[config.mk]
export PLATFORM = sky130hd
export DESIGN_NAME = ctim_top
export DESIGN_NICKNAME = d
export VERILOG_FILES = /design/src/core/ctim_pkg.sv /design/src/core/ctim_sync.sv /design/src/core/ctim_tick.sv /design/src/core/ctim_top.sv
export SDC_FILE = /design/constraint.sdc
export NUM_CORES = 1
export LEC_CHECK = 0
export BUFFER_PORTS_ARGS = -buffer_cell sky130_fd_sc_hd__buf_2
export CAP_MARGIN = 20
export CORE_MARGIN = 5
export CORE_UTILIZATION = 45
export DETAILED_ROUTE_END_ITERATION = 10
export GPL_TIMING_DRIVEN = 0
export RECOVER_POWER = 50
export SLEW_MARGIN = 0
export SYNTH_ARGS = -nofsm -noshare
export SYNTH_HDL_FRONTEND = slang
export SYNTH_SLANG_ARGS = --single-unit
[constraint.sdc]
create_clock -name I_MCLK -period 3.9 [get_ports I_MCLK]
set_input_delay 0.195 -clock I_MCLK [delete_from_list [all_inputs] [get_ports I_MCLK]]
set_output_delay 0.195 -clock I_MCLK [all_outputs]
set_load 0.05 [all_outputs]
[src/core/ctim_pkg.sv]
// Purpose: Shared constants for the composite PWM / pulse-width timer.
// Assumes: APB slave with 32-bit data, one register per aligned word.
// Notes:   Registers are 8 bits wide in the low byte of the word.
`default_nettype none

package ctim_pkg;

  // ----------------------------------------------------------------
  // Register byte offsets
  // ----------------------------------------------------------------
  localparam logic [7:0] OFS_FC0 = 8'h00;
  localparam logic [7:0] OFS_FC1 = 8'h04;
  localparam logic [7:0] OFS_RS0 = 8'h08;
  localparam logic [7:0] OFS_RS1 = 8'h0C;
  localparam logic [7:0] OFS_OC = 8'h10;
  localparam logic [7:0] OFS_DT0 = 8'h14;
  localparam logic [7:0] OFS_DT1 = 8'h18;

  // ----------------------------------------------------------------
  // Field positions
  // ----------------------------------------------------------------
  localparam int RS_RUN = 7;
  localparam int RS_HO = 6;
  localparam int RS_IE = 5;
  localparam int RS_CAPF = 4;
  localparam int RS_BF = 3;
  localparam int RS_MF = 2;
  localparam int RS_SO = 1;
  localparam int RS_OE = 0;
  localparam int OC_TIS = 5;
  localparam int OC_MOD = 4;

  // ----------------------------------------------------------------
  // Function select codes
  // ----------------------------------------------------------------
  localparam logic [3:0] FN_FPWM = 4'h3;
  localparam logic [3:0] FN_VPWM = 4'h4;
  localparam logic [3:0] FN_PWC_H = 4'h8;
  localparam logic [3:0] FN_PWC_HC = 4'h9;
  localparam logic [3:0] FN_PWC_L = 4'hA;
  localparam logic [3:0] FN_PWC_CR = 4'hB;
  localparam logic [3:0] FN_PWC_CF = 4'hC;

  // ----------------------------------------------------------------
  // Reset values and counts
  // ----------------------------------------------------------------
  localparam logic [7:0] RST_REG8 = 8'h00;
  localparam logic [6:0] RST_PRE = 7'h00;
  localparam logic [15:0] TOP8 = 16'h00FF;
  localparam logic [15:0] TOP16 = 16'hFFFF;
  localparam logic [15:0] CNT_FPWM_START = 16'h0001;
  localparam int PRE_W = 7;

  typedef enum logic [1:0] {PH_IDLE, PH_MEAS, PH_CYC} phase_e;

endpackage : ctim_pkg

`default_nettype wire

[src/core/ctim_sync.sv]
// Purpose: Two-flop synchroniser for external pulse inputs.
// Assumes: Inputs are asynchronous to the machine clock.
// Notes:   First stage feeds only the second stage.
`default_nettype none

module ctim_sync #(
  parameter int W = 2
) (
  // Clock and control
  input wire logic i_clk,
  input wire logic i_ce,
  input wire logic i_rst_n,
  // Data
  input wire logic [W-1:0] i_async,
  output logic [W-1:0] o_sync
);

  logic [W-1:0] meta_r;
  logic [W-1:0] sync_r;

  always_ff @(posedge i_clk) begin
    if (!i_rst_n) begin
      meta_r <= '0;
      sync_r <= '0;
    end else if (i_ce) begin
      meta_r <= i_async;
      sync_r <= meta_r;
    end
  end

  assign o_sync = sync_r;

endmodule : ctim_sync

`default_nettype wire

[src/core/ctim_tick.sv]
// Purpose: Count-clock tick from the machine clock by a power of two.
// Assumes: Select value n divides the machine clock by 2**n.
// Notes:   Prescaler free-runs so both channels stay phase locked.
`default_nettype none

module ctim_tick (
  // Clock and control
  input wire logic i_clk,
  input wire logic i_ce,
  input wire logic i_rst_n,
  input wire logic [2:0] i_sel,
  // Tick out
  output logic o_tick
);

  logic [ctim_pkg::PRE_W-1:0] pre_r;
  logic [ctim_pkg::PRE_W-1:0] mask;

  // ------------------------------------------------------------
  // Prescaler
  // ------------------------------------------------------------
  always_ff @(posedge i_clk) begin
    if (!i_rst_n) begin
      pre_r <= ctim_pkg::RST_PRE;
    end else if (i_ce) begin
      pre_r <= pre_r + 7'h01;
    end
  end

  // One tick per rising edge of the selected count clock
  assign mask = 7'((8'h01 << i_sel) - 8'h01);
  assign o_tick = ((pre_r & mask) == mask);

endmodule : ctim_tick

`default_nettype wire

[src/core/ctim_top.sv]
// Purpose: Dual 8-bit composite timer, PWM and pulse-width count modes.
// Assumes: APB slave, registers in the low byte, one answer wait state.
// Notes:   Joined mode uses channel 0 controls and a 16-bit count.
//
// Register access over APB and the register offsets were chosen for this implementation.
`default_nettype none

// Functional notes
// - Fixed PWM period is the full counter range, 8 or 16 bits.
// - Fixed PWM high time in count clocks comes from the data register.
// - Fixed PWM leaves match flag alone, starts the first period high and later periods high unless data is zero, ignores SO.
// - Data copied to compare latch at start, on match and at wrap; latch compared.
// - Stopping the timer holds the output at its last level.
// - First fixed PWM high pulse after start is one count clock shorter.
// - Variable PWM: channel 1 sets period, channel 0 low width, pin 0.
// - Variable PWM never joins the counters into 16 bits.
// - Variable PWM: setting either run bit clears the join bit.
// - Variable PWM starts its first period low, ignoring SO.
// - Variable PWM sets each channel match flag on its own match.
// - Low width above period keeps the variable PWM output low.
// - Data rewritten in variable PWM applies after next period match.
// - Pulse count clears and starts counting on the selected start edge.
// - End edge stores count and sets capture and buffer-full flags.
// - Reading the data register clears buffer-full.
// - Buffer-full blocks data overwrite, except the high width in high-and-period mode; that measurement is dropped.
// - High-and-period mode stores high width when full, not period.
// - Pulse count overflow sets match flag, toggles output from SO.
module ctim_top (
  // Clock, enable and reset
  input wire logic I_MCLK,
  input wire logic I_CE,
  input wire logic I_RSTN,
  // APB slave
  input wire logic I_PSEL,
  input wire logic I_PENABLE,
  input wire logic I_PWRITE,
  input wire logic [7:0] I_PADDR,
  input wire logic [31:0] I_PWDATA,
  output logic [31:0] O_PRDATA,
  output logic O_PREADY,
  output logic O_PSLVERR,
  // External pulse inputs
  input wire logic I_EXT_IN0,
  input wire logic I_EXT_IN1,
  // Waveform pins
  output logic O_WAVE_PIN_TIMER0,
  output logic O_WAVE_PIN_TIMER1
);

  // ------------------------------------------------------------
  // Declarations
  // ------------------------------------------------------------
  logic pready_r;
  logic pslverr_r;
  logic [31:0] prdata_r;
  logic [3:0] fsel_r [2];
  logic [3:0] fsel_nxt [2];
  logic [2:0] ccs_r [2];
  logic [2:0] ccs_nxt [2];
  logic ife_r [2];
  logic ife_nxt [2];
  logic run_r [2];
  logic run_nxt [2];
  logic ho_r [2];
  logic ho_nxt [2];
  logic ie_r [2];
  logic ie_nxt [2];
  logic so_r [2];
  logic so_nxt [2];
  logic oe_r [2];
  logic oe_nxt [2];
  logic capf_r [2];
  logic capf_nxt [2];
  logic bf_r [2];
  logic bf_nxt [2];
  logic mf_r [2];
  logic mf_nxt [2];
  logic wave_r [2];
  logic wave_nxt [2];
  logic [7:0] cnt_r [2];
  logic [7:0] cnt_nxt [2];
  logic [7:0] lat_r [2];
  logic [7:0] lat_nxt [2];
  logic [7:0] data_r [2];
  logic [7:0] data_nxt [2];
  ctim_pkg::phase_e ph_r [2];
  ctim_pkg::phase_e ph_nxt [2];
  logic tis_r;
  logic tis_nxt;
  logic mod_r;
  logic mod_nxt;
  logic [3:0] flt_r;
  logic [3:0] flt_nxt;
  logic pin0_r;
  logic pin1_r;
  logic [1:0] ein_s;
  logic [1:0] ein_d_r;
  logic [1:0] rise;
  logic [1:0] fall;
  logic tick [2];
  logic sel_fc [2];
  logic sel_rs [2];
  logic sel_dt [2];
  logic sel_oc;
  logic hit;
  logic acc;
  logic wr;
  logic rd;
  logic start [2];
  logic vp;
  logic jn;
  logic [7:0] rmux;

  // ------------------------------------------------------------
  // Submodules
  // ------------------------------------------------------------
  ctim_sync #(.W(2)) u_sync (
    .i_clk(I_MCLK),
    .i_ce(I_CE),
    .i_rst_n(I_RSTN),
    .i_async({I_EXT_IN1, I_EXT_IN0}),
    .o_sync(ein_s)
  );

  for (genvar g = 0; g < 2; g++) begin : g_tick
    ctim_tick u_tick (
      .i_clk(I_MCLK),
      .i_ce(I_CE),
      .i_rst_n(I_RSTN),
      .i_sel(ccs_r[g]),
      .o_tick(tick[g])
    );
  end

  // ------------------------------------------------------------
  // Bus decode
  // ------------------------------------------------------------
  assign sel_fc[0] = (I_PADDR == ctim_pkg::OFS_FC0);
  assign sel_fc[1] = (I_PADDR == ctim_pkg::OFS_FC1);
  assign sel_rs[0] = (I_PADDR == ctim_pkg::OFS_RS0);
  assign sel_rs[1] = (I_PADDR == ctim_pkg::OFS_RS1);
  assign sel_dt[0] = (I_PADDR == ctim_pkg::OFS_DT0);
  assign sel_dt[1] = (I_PADDR == ctim_pkg::OFS_DT1);
  assign sel_oc = (I_PADDR == ctim_pkg::OFS_OC);
  assign hit = sel_fc[0] | sel_fc[1] | sel_rs[0] | sel_rs[1] |
               sel_dt[0] | sel_dt[1] | sel_oc;
  // Writes and read side effects act only at the completing edge
  assign acc = I_PSEL & I_PENABLE & pready_r & hit;
  assign wr = acc & I_PWRITE;
  assign rd = acc & ~I_PWRITE;
  assign start[0] = wr & sel_rs[0] & I_PWDATA[ctim_pkg::RS_RUN] & ~run_r[0];
  assign start[1] = wr & sel_rs[1] & I_PWDATA[ctim_pkg::RS_RUN] & ~run_r[1];
  assign vp = (fsel_r[0] == ctim_pkg::FN_VPWM);
  assign jn = mod_r & ~vp;
  assign rise = ein_s & ~ein_d_r;
  assign fall = ~ein_s & ein_d_r;

  assign rmux =
    sel_fc[0] ? {ife_r[0], ccs_r[0], fsel_r[0]} :
    sel_fc[1] ? {ife_r[1], ccs_r[1], fsel_r[1]} :
    sel_rs[0] ? {run_r[0], ho_r[0], ie_r[0], capf_r[0], bf_r[0], mf_r[0],
                 so_r[0], oe_r[0]} :
    sel_rs[1] ? {run_r[1], ho_r[1], ie_r[1], capf_r[1], bf_r[1], mf_r[1],
                 so_r[1], oe_r[1]} :
    sel_oc ? {wave_r[1], wave_r[0], tis_r, mod_r, flt_r} :
    sel_dt[0] ? data_r[0] :
    sel_dt[1] ? data_r[1] : ctim_pkg::RST_REG8;

  // ------------------------------------------------------------
  // Next-state logic
  // ------------------------------------------------------------
  always_comb begin
    logic [15:0] c;
    logic [15:0] l;
    logic [15:0] d;
    logic [15:0] nx;
    logic wide;
    logic wrap;
    logic st_e;
    logic en_e;
    logic cyc;
    logic pwc;
    logic keep;
    c = 16'h0000;
    l = 16'h0000;
    d = 16'h0000;
    nx = 16'h0000;
    wide = 1'b0;
    wrap = 1'b0;
    st_e = 1'b0;
    en_e = 1'b0;
    cyc = 1'b0;
    pwc = 1'b0;
    keep = 1'b0;
    tis_nxt = tis_r;
    mod_nxt = mod_r;
    flt_nxt = flt_r;
    for (int i = 0; i < 2; i++) begin
      fsel_nxt[i] = fsel_r[i];
      ccs_nxt[i] = ccs_r[i];
      ife_nxt[i] = ife_r[i];
      run_nxt[i] = run_r[i];
      ho_nxt[i] = ho_r[i];
      ie_nxt[i] = ie_r[i];
      so_nxt[i] = so_r[i];
      oe_nxt[i] = oe_r[i];
      capf_nxt[i] = capf_r[i];
      bf_nxt[i] = bf_r[i];
      mf_nxt[i] = mf_r[i];
      wave_nxt[i] = wave_r[i];
      cnt_nxt[i] = cnt_r[i];
      lat_nxt[i] = lat_r[i];
      data_nxt[i] = data_r[i];
      ph_nxt[i] = ph_r[i];
      // Software side first, so hardware events below win over clears
      if (wr & sel_fc[i]) begin
        {ife_nxt[i], ccs_nxt[i], fsel_nxt[i]} = I_PWDATA[7:0];
      end
      if (wr & sel_rs[i]) begin
        run_nxt[i] = I_PWDATA[ctim_pkg::RS_RUN];
        ho_nxt[i] = I_PWDATA[ctim_pkg::RS_HO];
        ie_nxt[i] = I_PWDATA[ctim_pkg::RS_IE];
        so_nxt[i] = I_PWDATA[ctim_pkg::RS_SO];
        oe_nxt[i] = I_PWDATA[ctim_pkg::RS_OE];
        if (!I_PWDATA[ctim_pkg::RS_CAPF]) begin
          capf_nxt[i] = 1'b0;
        end
        if (!I_PWDATA[ctim_pkg::RS_MF]) begin
          mf_nxt[i] = 1'b0;
        end
      end
      if (wr & sel_dt[i]) begin
        data_nxt[i] = I_PWDATA[7:0];
      end
      if (rd & sel_dt[i]) begin
        bf_nxt[i] = 1'b0;
      end
    end
    if (wr & sel_oc) begin
      tis_nxt = I_PWDATA[ctim_pkg::OC_TIS];
      mod_nxt = I_PWDATA[ctim_pkg::OC_MOD];
      flt_nxt = I_PWDATA[3:0];
    end

    if (vp) begin
      // Variable-cycle PWM on both counters, output on channel 0
      if (start[0] | start[1]) begin
        mod_nxt = 1'b0;
        cnt_nxt[0] = ctim_pkg::RST_REG8;
        cnt_nxt[1] = ctim_pkg::RST_REG8;
        lat_nxt[0] = data_r[0];
        lat_nxt[1] = data_r[1];
        wave_nxt[0] = 1'b0;
      end else if ((run_r[0] | run_r[1]) & tick[0]) begin
        // Channel 0 tick drives both; the selections must agree
        if (8'(cnt_r[0] + 8'h01) == lat_r[0]) begin
          mf_nxt[0] = 1'b1;
        end
        if (8'(cnt_r[1] + 8'h01) == lat_r[1]) begin
          // Period end wins over the width match
          mf_nxt[1] = 1'b1;
          cnt_nxt[0] = ctim_pkg::RST_REG8;
          cnt_nxt[1] = ctim_pkg::RST_REG8;
          wave_nxt[0] = 1'b0;
          lat_nxt[0] = data_r[0];
          lat_nxt[1] = data_r[1];
        end else begin
          cnt_nxt[0] = 8'(cnt_r[0] + 8'h01);
          cnt_nxt[1] = 8'(cnt_r[1] + 8'h01);
          if (8'(cnt_r[0] + 8'h01) == lat_r[0]) begin
            wave_nxt[0] = 1'b1;
          end
        end
      end
    end else begin
      for (int i = 0; i < 2; i++) begin
        if (!(i == 1 && jn)) begin
          wide = (i == 0) && jn;
          c = wide ? {cnt_r[1], cnt_r[0]} : {8'h00, cnt_r[i]};
          l = wide ? {lat_r[1], lat_r[0]} : {8'h00, lat_r[i]};
          d = wide ? {data_r[1], data_r[0]} : {8'h00, data_r[i]};
          wrap = (c == (wide ? ctim_pkg::TOP16 : ctim_pkg::TOP8));
          nx = wrap ? 16'h0000 : 16'(c + 16'h0001);
          pwc = (fsel_r[i] >= ctim_pkg::FN_PWC_H) &&
                (fsel_r[i] <= ctim_pkg::FN_PWC_CF);
          cyc = (fsel_r[i] == ctim_pkg::FN_PWC_CR) ||
                (fsel_r[i] == ctim_pkg::FN_PWC_CF);
          st_e = ((fsel_r[i] == ctim_pkg::FN_PWC_L) ||
                  (fsel_r[i] == ctim_pkg::FN_PWC_CF)) ? fall[i] : rise[i];
          en_e = ((fsel_r[i] == ctim_pkg::FN_PWC_L) ||
                  (fsel_r[i] == ctim_pkg::FN_PWC_CR)) ? rise[i] : fall[i];
          if (start[i]) begin
            lat_nxt[i] = d[7:0];
            if (wide) begin
              lat_nxt[1] = d[15:8];
            end
            ph_nxt[i] = ctim_pkg::PH_IDLE;
            if (fsel_r[i] == ctim_pkg::FN_FPWM) begin
              // Count from one: first high pulse is one clock short
              cnt_nxt[i] = ctim_pkg::CNT_FPWM_START[7:0];
              if (wide) begin
                cnt_nxt[1] = ctim_pkg::CNT_FPWM_START[15:8];
              end
              wave_nxt[i] = 1'b1;
            end else if (pwc) begin
              wave_nxt[i] = so_nxt[i];
            end
          end else if (run_r[i] && fsel_r[i] == ctim_pkg::FN_FPWM) begin
            // Match flag is never touched in this mode
            if (tick[i]) begin
              nx = wrap ? 16'h0000 : 16'(c + 16'h0001);
              if (wrap) begin
                wave_nxt[i] = (d != 16'h0000);
                l = d;
              end else if (nx == l) begin
                wave_nxt[i] = 1'b0;
                l = d;
              end
              cnt_nxt[i] = nx[7:0];
              lat_nxt[i] = l[7:0];
              if (wide) begin
                cnt_nxt[1] = nx[15:8];
                lat_nxt[1] = l[15:8];
              end
            end
          end else if (run_r[i] && pwc) begin
            if (tick[i] && ph_r[i] != ctim_pkg::PH_IDLE) begin
              cnt_nxt[i] = nx[7:0];
              if (wide) begin
                cnt_nxt[1] = nx[15:8];
              end
              if (wrap) begin
                mf_nxt[i] = 1'b1;
                wave_nxt[i] = ~wave_r[i];
              end
            end
            keep = 1'b0;
            case (ph_r[i])
              ctim_pkg::PH_IDLE: begin
                if (st_e) begin
                  keep = 1'b1;
                  ph_nxt[i] = ctim_pkg::PH_MEAS;
                end
              end
              ctim_pkg::PH_MEAS: begin
                if (en_e) begin
                  // High width stored even when full in this mode
                  if (!bf_r[i] || fsel_r[i] == ctim_pkg::FN_PWC_HC) begin
                    data_nxt[i] = c[7:0];
                    if (wide) begin
                      data_nxt[1] = c[15:8];
                    end
                    capf_nxt[i] = 1'b1;
                    bf_nxt[i] = 1'b1;
                  end
                  if (fsel_r[i] == ctim_pkg::FN_PWC_HC) begin
                    ph_nxt[i] = ctim_pkg::PH_CYC;
                  end else if (cyc) begin
                    keep = 1'b1;
                  end else begin
                    ph_nxt[i] = ctim_pkg::PH_IDLE;
                  end
                end
              end
              ctim_pkg::PH_CYC: begin
                if (rise[i]) begin
                  // Period dropped while the high width is unread
                  if (!bf_r[i]) begin
                    data_nxt[i] = c[7:0];
                    if (wide) begin
                      data_nxt[1] = c[15:8];
                    end
                    capf_nxt[i] = 1'b1;
                    bf_nxt[i] = 1'b1;
                  end
                  keep = 1'b1;
                  ph_nxt[i] = ctim_pkg::PH_MEAS;
                end
              end
              default: begin
                ph_nxt[i] = ctim_pkg::PH_IDLE;
              end
            endcase
            if (keep) begin
              cnt_nxt[i] = ctim_pkg::RST_REG8;
              if (wide) begin
                cnt_nxt[1] = ctim_pkg::RST_REG8;
              end
            end
          end
          // Stopped channels keep wave and counter as they are
        end
      end
    end
  end

  // ------------------------------------------------------------
  // Registers
  // ------------------------------------------------------------
  always_ff @(posedge I_MCLK) begin
    if (!I_RSTN) begin
      pready_r <= 1'b0;
      pslverr_r <= 1'b0;
      prdata_r <= 32'h00000000;
    end else if (I_CE) begin
      pready_r <= I_PSEL & I_PENABLE & ~pready_r;
      pslverr_r <= I_PSEL & I_PENABLE & ~pready_r & ~hit;
      if (I_PSEL & I_PENABLE & ~pready_r) begin
        prdata_r <= {24'h000000, I_PWRITE ? ctim_pkg::RST_REG8 : rmux};
      end
    end
  end

  always_ff @(posedge I_MCLK) begin
    if (!I_RSTN) begin
      for (int i = 0; i < 2; i++) begin
        {ife_r[i], ccs_r[i], fsel_r[i]} <= ctim_pkg::RST_REG8;
        {run_r[i], ho_r[i], ie_r[i], capf_r[i]} <= 4'h0;
        {bf_r[i], mf_r[i], so_r[i], oe_r[i]} <= 4'h0;
        wave_r[i] <= 1'b0;
        cnt_r[i] <= ctim_pkg::RST_REG8;
        lat_r[i] <= ctim_pkg::RST_REG8;
        data_r[i] <= ctim_pkg::RST_REG8;
        ph_r[i] <= ctim_pkg::PH_IDLE;
      end
      {tis_r, mod_r} <= 2'h0;
      flt_r <= 4'h0;
      ein_d_r <= 2'h0;
      pin0_r <= 1'b0;
      pin1_r <= 1'b0;
    end else if (I_CE) begin
      for (int i = 0; i < 2; i++) begin
        {ife_r[i], ccs_r[i], fsel_r[i]} <=
          {ife_nxt[i], ccs_nxt[i], fsel_nxt[i]};
        {run_r[i], ho_r[i], ie_r[i], capf_r[i]} <=
          {run_nxt[i], ho_nxt[i], ie_nxt[i], capf_nxt[i]};
        {bf_r[i], mf_r[i], so_r[i], oe_r[i]} <=
          {bf_nxt[i], mf_nxt[i], so_nxt[i], oe_nxt[i]};
        wave_r[i] <= wave_nxt[i];
        cnt_r[i] <= cnt_nxt[i];
        lat_r[i] <= lat_nxt[i];
        data_r[i] <= data_nxt[i];
        ph_r[i] <= ph_nxt[i];
      end
      {tis_r, mod_r} <= {tis_nxt, mod_nxt};
      flt_r <= flt_nxt;
      ein_d_r <= ein_s;
      // Pins follow the wave level gated by each output enable
      pin0_r <= wave_nxt[0] & oe_nxt[0];
      pin1_r <= wave_nxt[1] & oe_nxt[1];
    end
  end

  assign O_PREADY = pready_r;
  assign O_PSLVERR = pslverr_r;
  assign O_PRDATA = prdata_r;
  assign O_WAVE_PIN_TIMER0 = pin0_r;
  assign O_WAVE_PIN_TIMER1 = pin1_r;

endmodule : ctim_top

`default_nettype wire

# --- Word-level counts from Yosys, hierarchy flattened ---
# Memory sizes are Yosys's and may differ from the RTL's.
# Cells that the tools add are included.
totals:
  ff_bits: 70
  mem_bits_rw: 54
  output_inout_bits: 36
  memories: 5
memory_table:
  columns: ["memory", "words", "width", "read_ports", "rd_ports_with_merged_regs", "wr", "line", "text"]
  rows:
  - ["cnt_r", 2, 8, 2, 0, 2, "ctim_top.sv:80", "logic [7:0] cnt_r [2];"]
  - ["data_r", 2, 8, 2, 0, 2, "ctim_top.sv:84", "logic [7:0] data_r [2];"]
  - ["lat_r", 2, 8, 2, 0, 2, "ctim_top.sv:82", "logic [7:0] lat_r [2];"]
  - ["ph_r", 2, 2, 2, 0, 2, "ctim_top.sv:86", "ctim_pkg::phase_e ph_r [2];"]
  - ["wave_r", 2, 1, 2, 0, 2, "ctim_top.sv:78", "logic wave_r [2];"]
classes:
  n_addsub: 8
  magnitude_cmp: 4
  n_eq_ne: 29
  shifts: 2
  mux: 229
  bitwise_logic: 56
  n_reduce_logical: 31
ops:
  columns: ["cell", "n"]
  rows:
  - ["$mux W16", 33]
  - ["$mux W8", 44]
  - ["$mux W1", 116]
  - ["$mux W2", 24]
  - ["$eq A16 B16 Y1", 2]
  - ["$eq A4 B4 Y1 const B", 8]
  - ["$pmux W16 S2", 1]
  - ["$and A1 B1 Y1", 24]
  - ["$eq A8 B5 Y1 const B", 3]
  - ["$or A1 B1 Y1", 18]
  - ["$add A16 B1 Y16 const B", 1]
  - ["$add A8 B1 Y8 const B", 2]
  - ["$eq A8 B4 Y1 const B", 2]
  - ["$eq A8 B8 Y1", 2]
  - ["$pmux W8 S2", 1]
  - ["$reduce_bool A16 Y1", 1]
  - ["$add A7 B1 Y7 const B", 2]
  - ["$and A7 B7 Y7", 2]
  - ["$eq A7 B7 Y1", 2]
  - ["$shl A1 B3 Y7 const A", 2]
  - ["$sub A7 B1 Y7 const B", 2]
  - ["$pmux W2 S3", 2]
  - ["$reduce_and A2 Y1", 6]
  - ["$add A8 B1 Y9 const B", 1]
  - ["23 further kinds", 58]

# --- Depth between registers and ports, before layout ---
depth:
  depth_word: 27
  mapped_depth: 13

# --- Modules after synthesis ---
# From an unflattened synthesis, not the netlist that was laid out.
hier_totals:
  hier_cells: 1115
  hier_area_um2: 9190.1
modules_own_cells:
  columns: ["mod", "n_inst", "cells_per_inst", "area_each_um2"]
  rows:
  - ["ctim_top", 1, 1018, 8287.9]
  - ["ctim_tick", 2, 42, 372.9]
  - ["ctim_sync", 1, 13, 156.4]

# --- Least setup slack after synthesis ---
# Ideal clock, no wire load.
synth_path:
  path_kind: "register to register"
  startpoint: "reg, netlist name O_PREADY"
  endpoint: "mem cnt_r[0][0] (enable)"
  arrival_ps: 3064
  t_required_ps: 3567
  slack_ps: 504
  stages_incl_launch_ff: 7
  path_buffers: 0
  path_cell_list: "dfxtp_1 -> nand4_1 -> or2_2 -> nor4_1 -> nor3_1 -> a31oi_1 -> o311a_1"
synth_lines:
  columns: ["item", "line"]
  rows:
  - ["to (decl)", "ctim_top.sv:80"]

==> run metrics <==
Compound-Gate Fraction of Synth Area 23.06%; leading cell types by total area after synthesis sky130_fd_sc_hd__edfxtp_1, sky130_fd_sc_hd__dfxtp_1, sky130_fd_sc_hd__nor2_1; Setup WS post-layout 0.1723 ns; half-perimeter wire length after placement 25980 um; average detailed-routed wire length per instance 22.46 um; synthesis-to-layout area growth 13.06%; share of Yosys cell area claimed by the top area cell type 17.36%; vias per inst 6.199; clock tree from TritonCTS yes; run status complete, but fails checks; number of global-route vias before repair 8670; antenna violations before repair 0; CP max FO 8; Critical R2R Launch cnt_r[0][0]; deepest level of the CTS H-tree 4; highest attainable clock frequency 0.2683 GHz; CP Data Required Time 3.99 ns; Post-Syn Area per Cell 7.975 um2; adder-cell area share of the yosys netlist 1.715%; wire length of the first global-routing pass 51960 um; Hold/Removal Path Class in2reg; area of the placeable core 20360 um2; violated checks max-capacitance violations, max-slew violations; hold endpoint u_sync.meta_r[0]; total of endpoints with negative setup slack in the final report 0; most used flip-flop cell after synthesis sky130_fd_sc_hd__dfxtp_1; number of instances on the worst hold path 3; post-route core utilization 51.85%; Arr. time, crit path 3.82 ns; ratio of final minimum period to clock period 95.58%; pre-CTS worst setup slack -0.2872 ns; critical path capture point type flop; ratio of cells with drive above 1 in the final layout 10.74%; remaining antenna violation count 0; die height 154.1 um; final worst path period need 3.728 ns; net count of the finished layout 1313; top cell type by total area after synthesis sky130_fd_sc_hd__edfxtp_1; largest net degree at the start of global routing 21; Iteration-0 DRC Markers 1095; root buffer cell sky130_fd_sc_hd__clkbuf_16; sequential area share after synthesis 32.37%; setup skew after layout 0.01083 ns; Initial Util 45.86%; count of flip-flops with a built-in enable after synthesis 54; crit path launch type flop; DRC violations left 0; final count of hold timing violations 0; RePlAce Congestion 0.9823; Unique masters post-synth 96; First-pass DRT Iterations 6; Relative slew margins -17.80%; buffer depth of the longest clock path 2; pins over their slew limit 20; die area 23730 um2; post-synthesis instance area 9339 um2; sum of overflow across all layers after global routing 0; most frequent cell after synthesis sky130_fd_sc_hd__nor2_1; logic depth of the worst register-to-register path 10; final routed wirelength across all metal layers 34500 um; commonest cells in the synthesized netlist sky130_fd_sc_hd__nor2_1, sky130_fd_sc_hd__nand2_1, sky130_fd_sc_hd__a21oi_1; xor/xnor share of the synthesized area 5.962%; CTS Sinks 124; insertion delay to the later sink of the worst-skew pair 0.43 ns; total track usage 28.20%; total power consumption of the routed design 3.445 mW; Row Count 52; VDD IR-drop max 0.2986 mV; async set or reset register ratio after synthesis 0%; reg-to-reg setup timing slack 0.17 ns; multiplexer fraction of the synthesized cell area 5.305%; clock-pin slew reported for the worst setup and hold paths after clock tree synthesis 0.06 ns; number of port buffers 30; antenna diode count 0; Synthesis Warnings 0; path type of the worst setup path reg2reg; clock buffer count from CTS 17; largest family of logic cells by synthesized area simple AND/OR/NAND/NOR gates; number of top-level pins 84; terminus of the critical flop-to-flop path lat_r[0][0]; number of cells produced by synthesis 1171; count of maximum capacitance violations 2; RSZ-0062 raised after global routing false; number of vias after detailed routing 9521; Leak 3.766 nW; Synth Register Bits 124; Final TNS setup 0 ns; simple-gate share of the synthesized area 25.00%; width of the die 154.1 um; beginning of the worst hold path I_EXT_IN0; Least-Margin Pin Slew 1.753 ns; Pwr per Cell Area 326.3 nW/um2
-- registers in the layout (all words and copies together), names as in the netlist, 4 cells and up --
register	count
O_PRDATA	8
fsel_r	8
lat_r	16
flt_r	4
ccs_r	6
ph_r	4
g_tick.u_tick.pre_r	14
cnt_r	16
data_r	16
-- worst max-delay path: stages, from the launching register on --
cell and delay (ns):
sky130_fd_sc_hd__edfxtp_1 0.48, sky130_fd_sc_hd__ha_1 0.32, sky130_fd_sc_hd__nand3_1 0.31, sky130_fd_sc_hd__nor2_4 0.33, sky130_fd_sc_hd__a21oi_1 0.22, sky130_fd_sc_hd__and2_1 0.28, sky130_fd_sc_hd__a2111oi_4 0.38, sky130_fd_sc_hd__nand4_2 0.21
sky130_fd_sc_hd__o21ai_2 0.33, sky130_fd_sc_hd__nand2_1 0.15, sky130_fd_sc_hd__a31oi_4 0.36
-- power by group --
| part | switching, mW | internal, mW | total, mW |
|---|---|---|---|
| Combinational | 0.285 | 0.145 | 0.429 |
| Sequential | 0.0545 | 1.40 | 1.45 |
| Clock | 0.648 | 0.916 | 1.56 |
| Total | 0.987 | 2.46 | 3.45 |
-- worst max-delay path by stage --
stage                       from           end  depth (start not counted)
global route        cnt_r[0][12]  lat_r[0][14]                         10
CTS                  cnt_r[0][0]   lat_r[0][0]                         10
global placement      I_PADDR[5]   cnt_r[0][1]                          9
detailed placement   cnt_r[0][0]   lat_r[0][2]                         10
finish               cnt_r[0][0]   lat_r[0][0]                         10
floorplan               O_PREADY   cnt_r[0][0]                          6
-- per-stage QoR --
| step | hold slack, ns | cell area [um2] | instances |
|---|---|---|---|
| 2_1_floorplan | 0.3310 | 9425 | 1194 |
| 5_1_grt | 0.04070 | 10560 | 1536 |
| 3_5_place_dp | 0.4413 | 9945 | 1498 |
| 4_1_cts | 0.009945 | 10540 | 1531 |
| 6_report | 0.01970 | 10560 | 1536 |
| 3_3_place_gp | 0.4406 | 9913 | 1494 |
-- repair_timing --
| item | 4_1_cts | 5_1_grt |
|---|---|---|
| endpoints found under the setup margin | 8 | 13 |
| hold endpoints to repair | 1 | 0 |
| resized for setup | 3 | 1 |
| hold buffers | 1 | 0 |
| setup buffers | 0 | 3 |
| gates cloned | 0 | 0 |
-- cells in the final DEF, fill, tap and decap left out, drive strengths merged, types with 34 or more instances in the layout --
| cell | Yosys | routed |
|---|---|---|
| dfxtp | 70 | 70 |
| nand2 | 126 | 126 |
| nand3 | 44 | 44 |
| inv | 30 | 34 |
| nor2 | 151 | 151 |
| nor3 | 38 | 38 |
| o21ai | 69 | 69 |
| a21oi | 96 | 96 |
| buf | 42 | 64 |
| edfxtp | 54 | 54 |
| clkbuf | 57 | 94 |
| mux2i | 45 | 45 |
-- cells by family (layout without fill, tap and decap cells) --
group | Yosys count | after routing
fa+ha+maj | 13 | 13
xor+xnor | 49 | 49
other cells | 1 | 24
mux | 49 | 49
simple gates | 481 | 481
compound gates | 325 | 325
buf+inv | 129 | 201
flops | 124 | 124
-- area by class of cell --
| class | count | area [um2] |
|---|---|---|
| inverter | 30 | 112.6 |
| clock buffer | 20 | 456.7 |
| buffer | 99 | 499.2 |
| sequential | 124 | 3023 |
| tap | 270 | 337.8 |
| timing repair buffer | 40 | 206.4 |
| clock inverter | 12 | 111.4 |
| multi-input combinational | 941 | 5812 |
| fill | 2020 | 9806 |
-- layer usage --
layer | vias up | global-route usage [%] | share of wire (%)
met5 | - | 0 | 0
met1 | 4488 | 38.16 | 43
li1 | 4431 | - | -
met4 | 0 | 12.78 | 4.7
met3 | 100 | 4.806 | 7.5
met2 | 502 | 44.11 | 45
No activity file was read; power rests on OpenSTA's default activity.
